$ cat src/rx_status_pkg.sv
// Constants for the receiver status flag block: register map, field positions and counts.
package rx_status_pkg;
  localparam logic [3:0] CTRL_OFFSET = 4'h0;
  localparam logic [3:0] STATUS_OFFSET = 4'h4;
  localparam logic [3:0] HOLD_OFFSET = 4'h8;
  localparam logic [3:0] DEBUG_OFFSET = 4'hC;
  localparam int CTRL_SOFT_REINIT = 0;
  localparam int CTRL_FAULT_IRQ_EN = 1;
  localparam int CTRL_CHAR_IRQ_EN = 2;
  localparam int CTRL_PARITY_EN = 3;
  localparam int CTRL_PARITY_EVEN = 4;
  localparam int CTRL_ADDR_MODE = 5;
  localparam int CTRL_SLEEP = 6;
  localparam logic [6:0] CTRL_RESET = 7'h00;
  localparam int ST_SUMMARY = 7;
  localparam int ST_CHAR = 6;
  localparam int ST_BREAK = 5;
  localparam int ST_STOP_FAULT = 4;
  localparam int ST_OVERWRITE = 3;
  localparam int ST_PARITY = 2;
  localparam logic [3:0] BREAK_BITS = 4'hA;
  localparam int DEFAULT_CYCLES_PER_BIT = 1736;
  typedef enum logic [2:0] {
    RX_IDLE = 3'h0,
    RX_START = 3'h1,
    RX_DATA = 3'h2,
    RX_PAR = 3'h3,
    RX_STOP = 3'h4,
    RX_BREAK = 3'h5,
    RX_HALT = 3'h6
  } rx_state_t;
endpackage

$ cat src/rx_status_flags.sv
// Serial receiver with its status flags, buffers and Avalon-MM register slave.
// Summary of operation
// - Fault summary flag is the OR of break, stop fault, overwrite, parity flags.
// - Fault interrupt is raised while summary flag and fault interrupt enable are set.
// - Summary flag cannot be cleared directly; only reinit, system reset or clearing parity enable with parity as its only fault clear it.
// - New character in holding buffer sets char available; interrupt if enabled.
// - Char available clears on buffer read, active reinit or system reset.
// - Break flag sets after ten bit times low following a missing stop bit.
// - Break requests receive interrupt if enabled and loads nothing into the buffer; with sleep clear its frame is loaded at the missing stop bit.
// - Break interrupt works even while the receiver sleep bit is set.
// - Break flag stays set when characters follow; only reinit or reset clear it.
// - Stop bit fault flag sets when the expected stop bit is missing.
// - Only the first stop bit is checked; further stop bits are ignored.
// - Stop bit fault flag clears on active reinit or system reset.
// - Char, overwrite and parity flags update when a character enters the holding buffer and debug view.
// - Overwrite flag sets when a character arrives before the previous was read.
// - Parity flag sets on mismatch including address bit; reads 0 with parity off.
//
// Implementation choices: register access over Avalon-MM and the register addresses.
`timescale 1ns/1ps
module rx_status_flags #(
  parameter int CYCLES_PER_BIT = rx_status_pkg::DEFAULT_CYCLES_PER_BIT
) (
  input wire logic ref_clk, // 200 MHz clock
  input wire logic rst_n, // Synchronous reset, active low
  input wire logic [3:0] address, // Avalon byte address
  input wire logic read, // Avalon read
  input wire logic write, // Avalon write
  input wire logic [31:0] writedata, // Avalon write data
  output logic [31:0] readdata, // Avalon read data
  output logic waitrequest, // Avalon wait request
  input wire logic serial_input_line, // Asynchronous receive pin
  output logic rx_irq, // Character or break interrupt request
  output logic fault_irq // Receive fault interrupt request
);
  localparam logic [15:0] BIT_CNT = 16'(CYCLES_PER_BIT - 1);
  localparam logic [15:0] HALF_CNT = 16'(CYCLES_PER_BIT / 2 - 1);

  logic ack, next_ack;
  logic [31:0] next_readdata;
  logic [6:0] ctrl, next_ctrl;
  logic rx_meta, rx_s;
  rx_status_pkg::rx_state_t state, next_state;
  logic [15:0] cnt, next_cnt;
  logic [3:0] nbits, next_nbits;
  logic [8:0] shreg, next_shreg;
  logic pbit, next_pbit;
  logic [7:0] receive_holding_buffer, next_hold;
  logic char_available_flag, next_char;
  logic line_break_flag, next_break;
  logic stop_bit_fault_flag, next_stop;
  logic overwrite_fault_flag, next_over;
  logic parity_raw, next_parity;
  logic transfer, reinit, tick, buf_read, parity_bad, last_bit;
  logic parity_mismatch_flag, summary;
  logic [7:0] receive_status_reg;

  // Reinit is active while the control bit is 0, as after reset.
  assign reinit = ~ctrl[rx_status_pkg::CTRL_SOFT_REINIT];
  assign parity_mismatch_flag = parity_raw & ctrl[rx_status_pkg::CTRL_PARITY_EN];
  assign summary = line_break_flag | stop_bit_fault_flag | overwrite_fault_flag
    | parity_mismatch_flag;
  assign receive_status_reg = {summary, char_available_flag, line_break_flag,
    stop_bit_fault_flag, overwrite_fault_flag, parity_mismatch_flag, 2'b00};
  assign fault_irq = summary & ctrl[rx_status_pkg::CTRL_FAULT_IRQ_EN];
  assign rx_irq = (char_available_flag | line_break_flag)
    & ctrl[rx_status_pkg::CTRL_CHAR_IRQ_EN];
  assign waitrequest = (read | write) & ~ack;
  assign buf_read = read & ack & (address == rx_status_pkg::HOLD_OFFSET);

  // Bus slave: one wait cycle, then the answer; the control register is the only writable one.
  always_comb begin
    next_ack = (read | write) & ~ack;
    next_readdata = readdata;
    next_ctrl = ctrl;
    if (read & ~ack) begin
      case (address)
        rx_status_pkg::CTRL_OFFSET: next_readdata = {25'h0000000, ctrl};
        rx_status_pkg::STATUS_OFFSET: next_readdata = {24'h000000, receive_status_reg};
        rx_status_pkg::HOLD_OFFSET: next_readdata = {24'h000000, receive_holding_buffer};
        rx_status_pkg::DEBUG_OFFSET: next_readdata = {24'h000000, receive_holding_buffer};
        default: next_readdata = 32'h00000000;
      endcase
    end
    // Writes to the status and buffer offsets fall through with no effect.
    if (write & ack & (address == rx_status_pkg::CTRL_OFFSET)) begin
      next_ctrl = writedata[6:0];
    end
  end

  always_ff @(posedge ref_clk) begin
    if (!rst_n) begin
      ack <= 1'b0;
      readdata <= 32'h00000000;
      ctrl <= rx_status_pkg::CTRL_RESET;
    end else begin
      ack <= next_ack;
      readdata <= next_readdata;
      ctrl <= next_ctrl;
    end
  end

  // Two-stage synchroniser on the receive pin; only rx_s is read by logic.
  always_ff @(posedge ref_clk) begin
    if (!rst_n) begin
      rx_meta <= 1'b1;
      rx_s <= 1'b1;
    end else begin
      rx_meta <= serial_input_line;
      rx_s <= rx_meta;
    end
  end

  assign tick = (cnt == 16'h0000);
  assign last_bit = ctrl[rx_status_pkg::CTRL_ADDR_MODE] ? (nbits == 4'h8) : (nbits == 4'h7);
  assign transfer = (state == rx_status_pkg::RX_STOP) & tick & ~reinit
    & ~ctrl[rx_status_pkg::CTRL_SLEEP];
  // The address bit, when present, takes part in the parity count.
  assign parity_bad = ((^shreg[7:0]) ^ (ctrl[rx_status_pkg::CTRL_ADDR_MODE] & shreg[8]) ^ pbit)
    ^ ~ctrl[rx_status_pkg::CTRL_PARITY_EVEN];

  // Receiver sequence and flags; a hardware set beats a buffer-read clear.
  always_comb begin
    next_state = state;
    next_cnt = tick ? 16'h0000 : cnt - 16'h0001;
    next_nbits = nbits;
    next_shreg = shreg;
    next_pbit = pbit;
    next_hold = receive_holding_buffer;
    next_char = char_available_flag & ~buf_read;
    next_break = line_break_flag;
    next_stop = stop_bit_fault_flag;
    next_over = overwrite_fault_flag;
    next_parity = parity_raw;
    case (state)
      rx_status_pkg::RX_IDLE: begin
        if (!rx_s) begin
          next_state = rx_status_pkg::RX_START;
          next_cnt = HALF_CNT;
        end
      end
      rx_status_pkg::RX_START: begin
        if (tick) begin
          next_state = rx_s ? rx_status_pkg::RX_IDLE : rx_status_pkg::RX_DATA;
          next_cnt = BIT_CNT;
          next_nbits = 4'h0;
          next_shreg = 9'h000;
        end
      end
      rx_status_pkg::RX_DATA: begin
        if (tick) begin
          next_shreg[nbits] = rx_s;
          next_nbits = nbits + 4'h1;
          next_cnt = BIT_CNT;
          if (last_bit) begin
            next_state = ctrl[rx_status_pkg::CTRL_PARITY_EN] ? rx_status_pkg::RX_PAR
              : rx_status_pkg::RX_STOP;
          end
        end
      end
      rx_status_pkg::RX_PAR: begin
        if (tick) begin
          next_pbit = rx_s;
          next_cnt = BIT_CNT;
          next_state = rx_status_pkg::RX_STOP;
        end
      end
      rx_status_pkg::RX_STOP: begin
        // Only the first stop bit is sampled; the line is free again right after.
        if (tick) begin
          next_cnt = BIT_CNT;
          next_nbits = 4'h0;
          next_state = rx_s ? rx_status_pkg::RX_IDLE : rx_status_pkg::RX_BREAK;
          if (!rx_s) begin
            next_stop = 1'b1;
          end
          if (transfer) begin
            next_hold = shreg[7:0];
            next_char = 1'b1;
            next_over = overwrite_fault_flag | char_available_flag;
            next_parity = parity_raw
              | (ctrl[rx_status_pkg::CTRL_PARITY_EN] & parity_bad);
          end
        end
      end
      rx_status_pkg::RX_BREAK: begin
        // Any high sample ends the break watch; ten low bit times flag it.
        if (rx_s) begin
          next_state = rx_status_pkg::RX_IDLE;
        end else if (tick) begin
          next_cnt = BIT_CNT;
          next_nbits = nbits + 4'h1;
          if (nbits == rx_status_pkg::BREAK_BITS - 4'h1) begin
            next_break = 1'b1;
            next_state = rx_status_pkg::RX_HALT;
          end
        end
      end
      rx_status_pkg::RX_HALT: begin
        // Receiver stays parked after a break until reinit.
        next_state = rx_status_pkg::RX_HALT;
      end
      default: next_state = rx_status_pkg::RX_IDLE;
    endcase
    if (reinit) begin
      next_state = rx_status_pkg::RX_IDLE;
      next_char = 1'b0;
      next_break = 1'b0;
      next_stop = 1'b0;
      next_over = 1'b0;
      next_parity = 1'b0;
    end
  end

  always_ff @(posedge ref_clk) begin
    if (!rst_n) begin
      state <= rx_status_pkg::RX_IDLE;
      cnt <= 16'h0000;
      nbits <= 4'h0;
      shreg <= 9'h000;
      pbit <= 1'b0;
      receive_holding_buffer <= 8'h00;
      char_available_flag <= 1'b0;
      line_break_flag <= 1'b0;
      stop_bit_fault_flag <= 1'b0;
      overwrite_fault_flag <= 1'b0;
      parity_raw <= 1'b0;
    end else begin
      state <= next_state;
      cnt <= next_cnt;
      nbits <= next_nbits;
      shreg <= next_shreg;
      pbit <= next_pbit;
      receive_holding_buffer <= next_hold;
      char_available_flag <= next_char;
      line_break_flag <= next_break;
      stop_bit_fault_flag <= next_stop;
      overwrite_fault_flag <= next_over;
      parity_raw <= next_parity;
    end
  end

  AST_SUMMARY_OR: assert property (@(posedge ref_clk) disable iff (!rst_n)
    receive_status_reg[7] == (|receive_status_reg[5:2]))
    else $error("summary flag differs from OR of fault flags");
  AST_FAULT_IRQ: assert property (@(posedge ref_clk) disable iff (!rst_n)
    fault_irq == ((|receive_status_reg[5:2]) && ctrl[rx_status_pkg::CTRL_FAULT_IRQ_EN]))
    else $error("fault interrupt missing");
  AST_SUMMARY_HOLD: assert property (@(posedge ref_clk) disable iff (!rst_n)
    (summary && !reinit && next_ctrl[rx_status_pkg::CTRL_SOFT_REINIT]) |=> summary)
    else $error("summary flag cleared without reinit");
  AST_CHAR_SET: assert property (@(posedge ref_clk) disable iff (!rst_n)
    transfer |=> char_available_flag && receive_holding_buffer == $past(shreg[7:0]))
    else $error("character not made available");
  AST_CHAR_CLR: assert property (@(posedge ref_clk) disable iff (!rst_n)
    (buf_read && !transfer) |=> !char_available_flag)
    else $error("buffer read did not clear char flag");
  AST_BREAK_SRC: assert property (@(posedge ref_clk) disable iff (!rst_n)
    $rose(line_break_flag) |-> $past(state) == rx_status_pkg::RX_BREAK
      && $past(nbits) == 4'h9 && $past(tick))
    else $error("break flag set without ten low bits");
  AST_BREAK_NOLOAD: assert property (@(posedge ref_clk) disable iff (!rst_n)
    $rose(line_break_flag) |-> $stable(receive_holding_buffer) && !$rose(char_available_flag))
    else $error("break loaded the holding buffer");
  AST_BREAK_IRQ: assert property (@(posedge ref_clk) disable iff (!rst_n)
    (line_break_flag && ctrl[rx_status_pkg::CTRL_CHAR_IRQ_EN]) |-> rx_irq)
    else $error("break interrupt missing");
  AST_BREAK_HOLD: assert property (@(posedge ref_clk) disable iff (!rst_n)
    (line_break_flag && ctrl[0] && next_ctrl[0]) |=> line_break_flag)
    else $error("break flag dropped without reinit");
  AST_STOP_FAULT: assert property (@(posedge ref_clk) disable iff (!rst_n)
    (state == rx_status_pkg::RX_STOP && tick && !rx_s && !reinit) |=> stop_bit_fault_flag)
    else $error("missing stop bit not flagged");
  AST_REINIT_CLR: assert property (@(posedge ref_clk) disable iff (!rst_n)
    reinit |=> receive_status_reg[6:2] == 5'h00)
    else $error("reinit did not clear flags");
  AST_OVERWRITE: assert property (@(posedge ref_clk) disable iff (!rst_n)
    (transfer && char_available_flag && !buf_read) |=> overwrite_fault_flag)
    else $error("overwrite not flagged");
  AST_PARITY_OFF: assert property (@(posedge ref_clk) disable iff (!rst_n)
    !ctrl[rx_status_pkg::CTRL_PARITY_EN] |-> !receive_status_reg[2])
    else $error("parity flag visible while parity is off");
  AST_STATUS_RO: assert property (@(posedge ref_clk) disable iff (!rst_n)
    (write && ack && address == rx_status_pkg::STATUS_OFFSET && state != rx_status_pkg::RX_STOP
      && state != rx_status_pkg::RX_BREAK && !reinit) |=> $stable(receive_status_reg[5:2]))
    else $error("status write changed a flag");
  AST_FIRST_STOP_ONLY: assert property (@(posedge ref_clk) disable iff (!rst_n)
    (state == rx_status_pkg::RX_STOP && tick && rx_s) |=> state == rx_status_pkg::RX_IDLE)
    else $error("receiver waited on a further stop bit");
  AST_BREAK_PARKS: assert property (@(posedge ref_clk) disable iff (!rst_n)
    (state == rx_status_pkg::RX_HALT && !reinit) |=> state == rx_status_pkg::RX_HALT)
    else $error("receiver left the parked state without reinit");
  AST_DEBUG_VIEW: assert property (@(posedge ref_clk) disable iff (!rst_n)
    (read && !ack && address == rx_status_pkg::DEBUG_OFFSET)
      |=> readdata == {24'h000000, $past(receive_holding_buffer)})
    else $error("debug view differs from holding buffer");
  AST_PARITY_SET: assert property (@(posedge ref_clk) disable iff (!rst_n)
    (transfer && ctrl[rx_status_pkg::CTRL_PARITY_EN] && parity_bad) |=> parity_raw)
    else $error("parity mismatch not flagged");
  // Covers for the main scenarios; the bench never reads the buffer within 20 cycles of a transfer, so COV_CHAR is not hit.
  COV_CHAR: cover property (@(posedge ref_clk) disable iff (!rst_n) transfer ##[1:20] buf_read);
  COV_BREAK: cover property (@(posedge ref_clk) disable iff (!rst_n) $rose(line_break_flag));
  COV_OVERRUN: cover property (@(posedge ref_clk) disable iff (!rst_n) $rose(overwrite_fault_flag));
  COV_PARITY: cover property (@(posedge ref_clk) disable iff (!rst_n) $rose(parity_raw));
  COV_SLEEP_BREAK: cover property (@(posedge ref_clk) disable iff (!rst_n)
    $rose(line_break_flag) && ctrl[rx_status_pkg::CTRL_SLEEP]);
endmodule

$ cat config.mk
export PLATFORM = sky130hd
export DESIGN_NAME = rx_status_flags
export DESIGN_NICKNAME = d
export VERILOG_FILES = /design/src/rx_status_pkg.sv /design/src/rx_status_flags.sv
export SDC_FILE = /design/constraint.sdc
export NUM_CORES = 1
export LEC_CHECK = 0
export BUFFER_PORTS_ARGS = -buffer_cell sky130_fd_sc_hd__buf_2
export CAP_MARGIN = 20
export CORE_ASPECT_RATIO = 1.4
export CORE_MARGIN = 3
export CORE_UTILIZATION = 55
export DETAILED_ROUTE_END_ITERATION = 12
export PLACE_DENSITY = 0.88
export SYNTH_ARGS = -nofsm -noshare
export SYNTH_HDL_FRONTEND = slang
export SYNTH_SLANG_ARGS = --single-unit
export TNS_END_PERCENT = 1
$ cat constraint.sdc
create_clock -name ref_clk -period 2.6 [get_ports ref_clk]
set_input_delay 0.26 -clock ref_clk [delete_from_list [all_inputs] [get_ports ref_clk]]
set_output_delay 0.26 -clock ref_clk [all_outputs]
set_load 0.01 [all_outputs]
-- Word level (Yosys, flattened, before mapping)
Index checks and enable logic that the tools add are counted.
Widths: inputs -> output; s select.
- bits in registers: 88
- input port bits: 41
- output and inout port bits: 35
- word-level logic and storage cells: 123
- $add $sub $neg: 2
- magnitude comparators: 2
- eq/ne operators: 22
- muxes and demuxes: 33
- bitwise operators: 30
- reductions and logical operators: 18
- operators with widths (operator ; count):
    $mux 16 ; 4
    $pmux 16 s3 ; 1
    $mux 3 ; 11
    $pmux 8 s3 ; 1
    $pmux 3 s7 ; 1
    $mux 9 ; 2
    $pmux 9 s2 ; 1
    $eq 4x4->1 const B ; 4
    $logic_not 16->1 ; 1
    $sub 16x1->16 const B ; 1
    $and 1x1->1 ; 15
    $ne 2x2->1 const B ; 7
    $mux 4 ; 3
    $pmux 4 s3 ; 1
    $reduce_and 3->1 ; 4
    $bwmux 9 ; 1
    $eq 3x3->1 const B ; 3
    $eq 4x3->1 const B ; 2
    $reduce_and 8->1 ; 1
    $reduce_xor 8->1 ; 1
    $or 1x1->1 ; 7
    $eq 3x2->1 const B ; 2
    $ne 3x3->1 const B ; 2
    $lt 4x5->1 const B ; 1
    other kinds (18) ; 30

-- Depth between registers and ports, before layout
- word-level depth: 7
- depth in mapped cells: 8
- depth with buffers taken out: 7

-- Worst setup path before layout
Ideal clock, no wire load.
- path kind: register to register
- from: register cnt[0]
- to: register nbits[2]
- library setup time: 70 ps
- arrival time: 1993 ps
- setup slack: 536 ps
- cell stages (with the launch flop): 8
- buffers on the path: 0
- period minus slack after synthesis: 2064 ps
- cells stage by stage: dfxtp_1 > inv_1 > ha_1 > or3b_2 > nor3_2 > nand2_1 > or4_1 > a21oi_1
- word-level cells in the longest chain between the ends: 4
- RTL lines (element ; line ; RTL):
    start: declaration ; rx_status_flags.sv:44 ; logic [15:0] cnt, next_cnt;
    start signal: assignment ; rx_status_flags.sv:230 ; cnt <= next_cnt;
    $logic_not 16->1 * ; rx_status_flags.sv:114 ; assign tick = (cnt == 16'h0000);
    $mux 4 (2 in a row) ; -- ;
    $pmux 4 s3 ; -- ;
    end signal: assignment ; rx_status_flags.sv:231 ; nbits <= next_nbits;
    end: declaration ; rx_status_flags.sv:45 ; logic [3:0] nbits, next_nbits;
Mark *: on every way between the ends. The rest lies on a longest branch, timed or not. The select of a mux whose other input is x is not followed.
A chain may end at the register's enable or synchronous reset.

-- Final worst setup path
- from: register cnt[8]
- to: register shreg[4]
- word-level cells in the longest chain between the ends: 3
- RTL lines (element ; line ; RTL):
    $logic_not 16->1 * ; rx_status_flags.sv:114 ;
    $ne 2x2->1 (no line) ; -- ;
    $reduce_and 3->1 (no line) * ; -- ;
    end signal: assignment ; rx_status_flags.sv:232 ; shreg <= next_shreg;
    end: declaration ; rx_status_flags.sv:46 ; logic [8:0] shreg, next_shreg;
Mark *: on every way between the ends. The rest lies on a longest branch, timed or not.

==> impl_results.md <==
* Status: completed
* Synth warnings at 0
* Yosys top cell by area: dfxtp_1
* CP cell instances: or4_4 -> or2_1 -> o41ai_4 -> a211oi_1 -> a21o_1
* Final worst slack at 0.326 ns
* CTS clk-pin slew, worst paths at 0.08 ns
* Worst hold start: serial_input_line
* Initial antenna violation count at 0
* # clock sinks at 64
* Multiplexer share of the synthesized area at 0.0575
* Crit Path Category: flip-flop to flip-flop
* Sequential share of the synthesized area at 0.368
* Accumulated negative setup slack at 0 ns
* Via density per instance at 5.61
* Period utilization at 0.875
* Final Max Tran Viols at 0
* Post-synth top area share at 0.368
* Syn avg cell area at 8.66 um^2
* Total Wirelength at 7300 um
* Maximum vdd drop at 658 uV
* Startpoint Class: flip-flop
* Cts hold-fix bufs at 0
* Total GRT Usage at 0.209
* Die Height at 100 um
* RR Startpoint: cnt[8]$_SDFF_PN0_
* Synth async-reset ratio at 0
* CTS root buffer: clkbuf_8
* Cell count after synthesis at 402
* GRT overflow at 0
* Adder-Cell Fraction of Synth Area at 0.0216
* DRC viols at 0
* Dpl ws at 0.346 ns
* Cell Area, Synth at 3480 um^2
* CP delay by family, top: simple AND/OR/NAND/NOR gates
* Max-cap check violation count at 0
* Final Setup Violations at 0
* Number of buffers created by CTS at 9
* Final Critical Period at 2.27 ns
* DIE AREA at 7340 um^2
* Main synth FF type: dfxtp_1
* Clock Path Buffers at 2
* Hpwl dp at 5330 um
* Worst Path Max Fanout at 9
* Vias in the first global route at 2666
* Setup crit start: cnt[8]$_SDFF_PN0_
* F_max at 440 MHz
* Xor/xnor cell area share of the yosys netlist at 0.0668
* Unrepaired setup endpoints after global routing: false
* FILL cells at 495
* CTS tree: built
* Post-CTS setup buffers at 0
* Final number of hold-violating endpoints at 0
* Layout Utilization at 0.637
* I/O pin total at 76
* Wire per inst at 14.5 um
* Clk_lat worst skew at 0.35 ns
* Via count at 2823
* TritonRoute pass-1 iters at 4
* List of most frequent post-synthesis cells: dfxtp_1 (64), nor2_1 (28), nor2b_1 (28)
* CP required at 2.85 ns
* Final ANT Viol Nets at 0
* # rows at 33
* Simple-gate share of the synthesized area at 0.234
* P_leak at 0.00153 uW
* Most common cell in the netlist: dfxtp_1
* Largest net degree at the start of global routing at 23
* Arr. time, crit path at 2.53 ns
* Pwr per Cell Area at 844 nW/um^2
* Clock Skew at 0.0106 ns
* Antenna Cells at 0
* Initial DRC count at 125
* I/O Buffers at 26
* # resized after CTS at 0
* Worst Hold Class: input port to flip-flop
* Area of the core at 5990 um^2
* Synth Area in Compound Gates at 0.161
* Effective utilization at floorplan at 0.582
* Placed cell count at 487
* Final Non-Filler Cells at 503
* First-pass GRT wire length at 11900 um
* Die span in x at 73.2 um
* Slew headroom at 0.456
* Syn-to-layout area delta at 9.59%
* Total power draw at 3220 uW
* Final GP Congestion at 0.866
* Post-synth EDFFs at 0
* Setup crit end kind: flip-flop
* Main combinational cell family by area after synthesis: simple AND/OR/NAND/NOR gates
* Layout cells sized above 1 at 0.134
* Synth area leaders: dfxtp_1 (37%), mux2i_1 (5.7%), buf_4 (5.4%), nor2b_1 (5.0%), xnor2_1 (4.8%)
* Critical-path top delay cell: o41ai_4
* Post-synth cell types at 56
* Synth Register Bits at 64
* H-tree Lvls at 3
* Crit-path max cell delay at 0.60 ns
* Worst Tran Pin Value at 0.810 ns
* Worst path buffer plus inverter count at 0
* NumNets Final at 475
## sequential cells by signal, indices dropped and copies added, names as in the netlist
register and flops:
rx_s 1, rx_meta 1, state 3, ack 1
receive_holding_buffer 8, readdata 8, line_break_flag 1, ctrl 7
cnt 16, char_available_flag 1, overwrite_fault_flag 1, pbit 1
shreg 9, nbits 4, parity_raw 1, stop_bit_fault_flag 1
## per-stage QoR
| stage | area [um^2] | hold WS (ns) |
|---|---|---|
| after detailed placement | 3590 | 0.394 |
| after global routing | 3820 | 0.0775 |
| after global placement | 3590 | 0.389 |
| final | 3820 | 0.0898 |
| after floorplan | 3570 | 0.361 |
| after CTS | 3820 | 0.0731 |
## where the power goes
| group | total, uW | switching, uW | leakage, uW | internal, uW |
|---|---|---|---|---|
| clock network | 974 | 425 | 0.000110 | 549 |
| registers | 1190 | 106 | 0.000519 | 1090 |
| logic | 1060 | 608 | 0.000901 | 449 |
## final timing paths
check / to / cells after the start / slack, ns
worst min-delay path: rx_meta$_SDFF_PN1_ / 2 / 0.09
worst max register to register: shreg[4]$_SDFFE_PN0P_ / 5 / 0.33
worst max-delay path: shreg[4]$_SDFFE_PN0P_ / 5 / 0.33
worst min register to register: rx_s$_SDFF_PN1_ / 1 / 0.41
## cell type report
class | count | area [um^2] | share of cell area
multi-input cells | 304 | 1970 | 0.516
flip-flops and latches | 64 | 1280 | 0.336
repair buffers | 35 | 198 | 0.0518
clock buffers | 9 | 124 | 0.0325
clock inverters | 7 | 103 | 0.0269
well taps | 70 | 87.6 | 0.0230
inverters | 14 | 52.6 | 0.0138
## worst reg2reg max path, stage by stage (launching register included)
cell and delay [ns]:
dfxtp_1 0.34, or4_4 0.56, or2_1 0.40, o41ai_4 0.60
a211oi_1 0.11, a21o_1 0.18
## metal layers
| metal | share of wire | wire length [um] | GRT usage | up-vias |
|---|---|---|---|---|
| li1 | - | - | - | 1409 |
| met1 | 0.40 | 2890 | 0.222 | 1333 |
| met2 | 0.53 | 3850 | 0.372 | 64 |
| met3 | 0.046 | 336 | 0.0531 | 17 |
| met4 | 0.031 | 226 | 0.104 | 0 |
| met5 | 0 | 0 | 0 | - |
## cell usage in the layout (no fill, tap or decap), types with 4 or more instances in the layout
cell type | synthesis | routed
o21ai_0 | 12 | 12
a21oi_1 | 12 | 12
nor3_1 | 11 | 11
clkbuf_8 | 0 | 9
nand3_1 | 13 | 13
ha_1 | 6 | 6
nor2_1 | 28 | 28
a211oi_1 | 8 | 8
a22oi_1 | 7 | 7
buf_2 | 1 | 26
buf_4 | 25 | 9
a21o_1 | 11 | 11
and2_1 | 4 | 4
nor2b_1 | 28 | 28
conb_1 | 1 | 24
nand2b_1 | 10 | 10
mux2i_1 | 20 | 20
xor2_1 | 5 | 5
nand2_1 | 23 | 23
inv_1 | 14 | 14
xnor2_1 | 19 | 19
nor4_1 | 5 | 5
dfxtp_1 | 64 | 64
o21a_1 | 6 | 6
## logic make-up after synthesis
logic type	count (synthesis)
adder cells (fa/ha/maj)	6
buffers and inverters	57
multiplexers	20
other	1
AO/OA/AOI/OAI	80
flip-flops	64
AND/OR/NAND/NOR	149
XOR/XNOR	25
(Power assumes the default switching activity.)
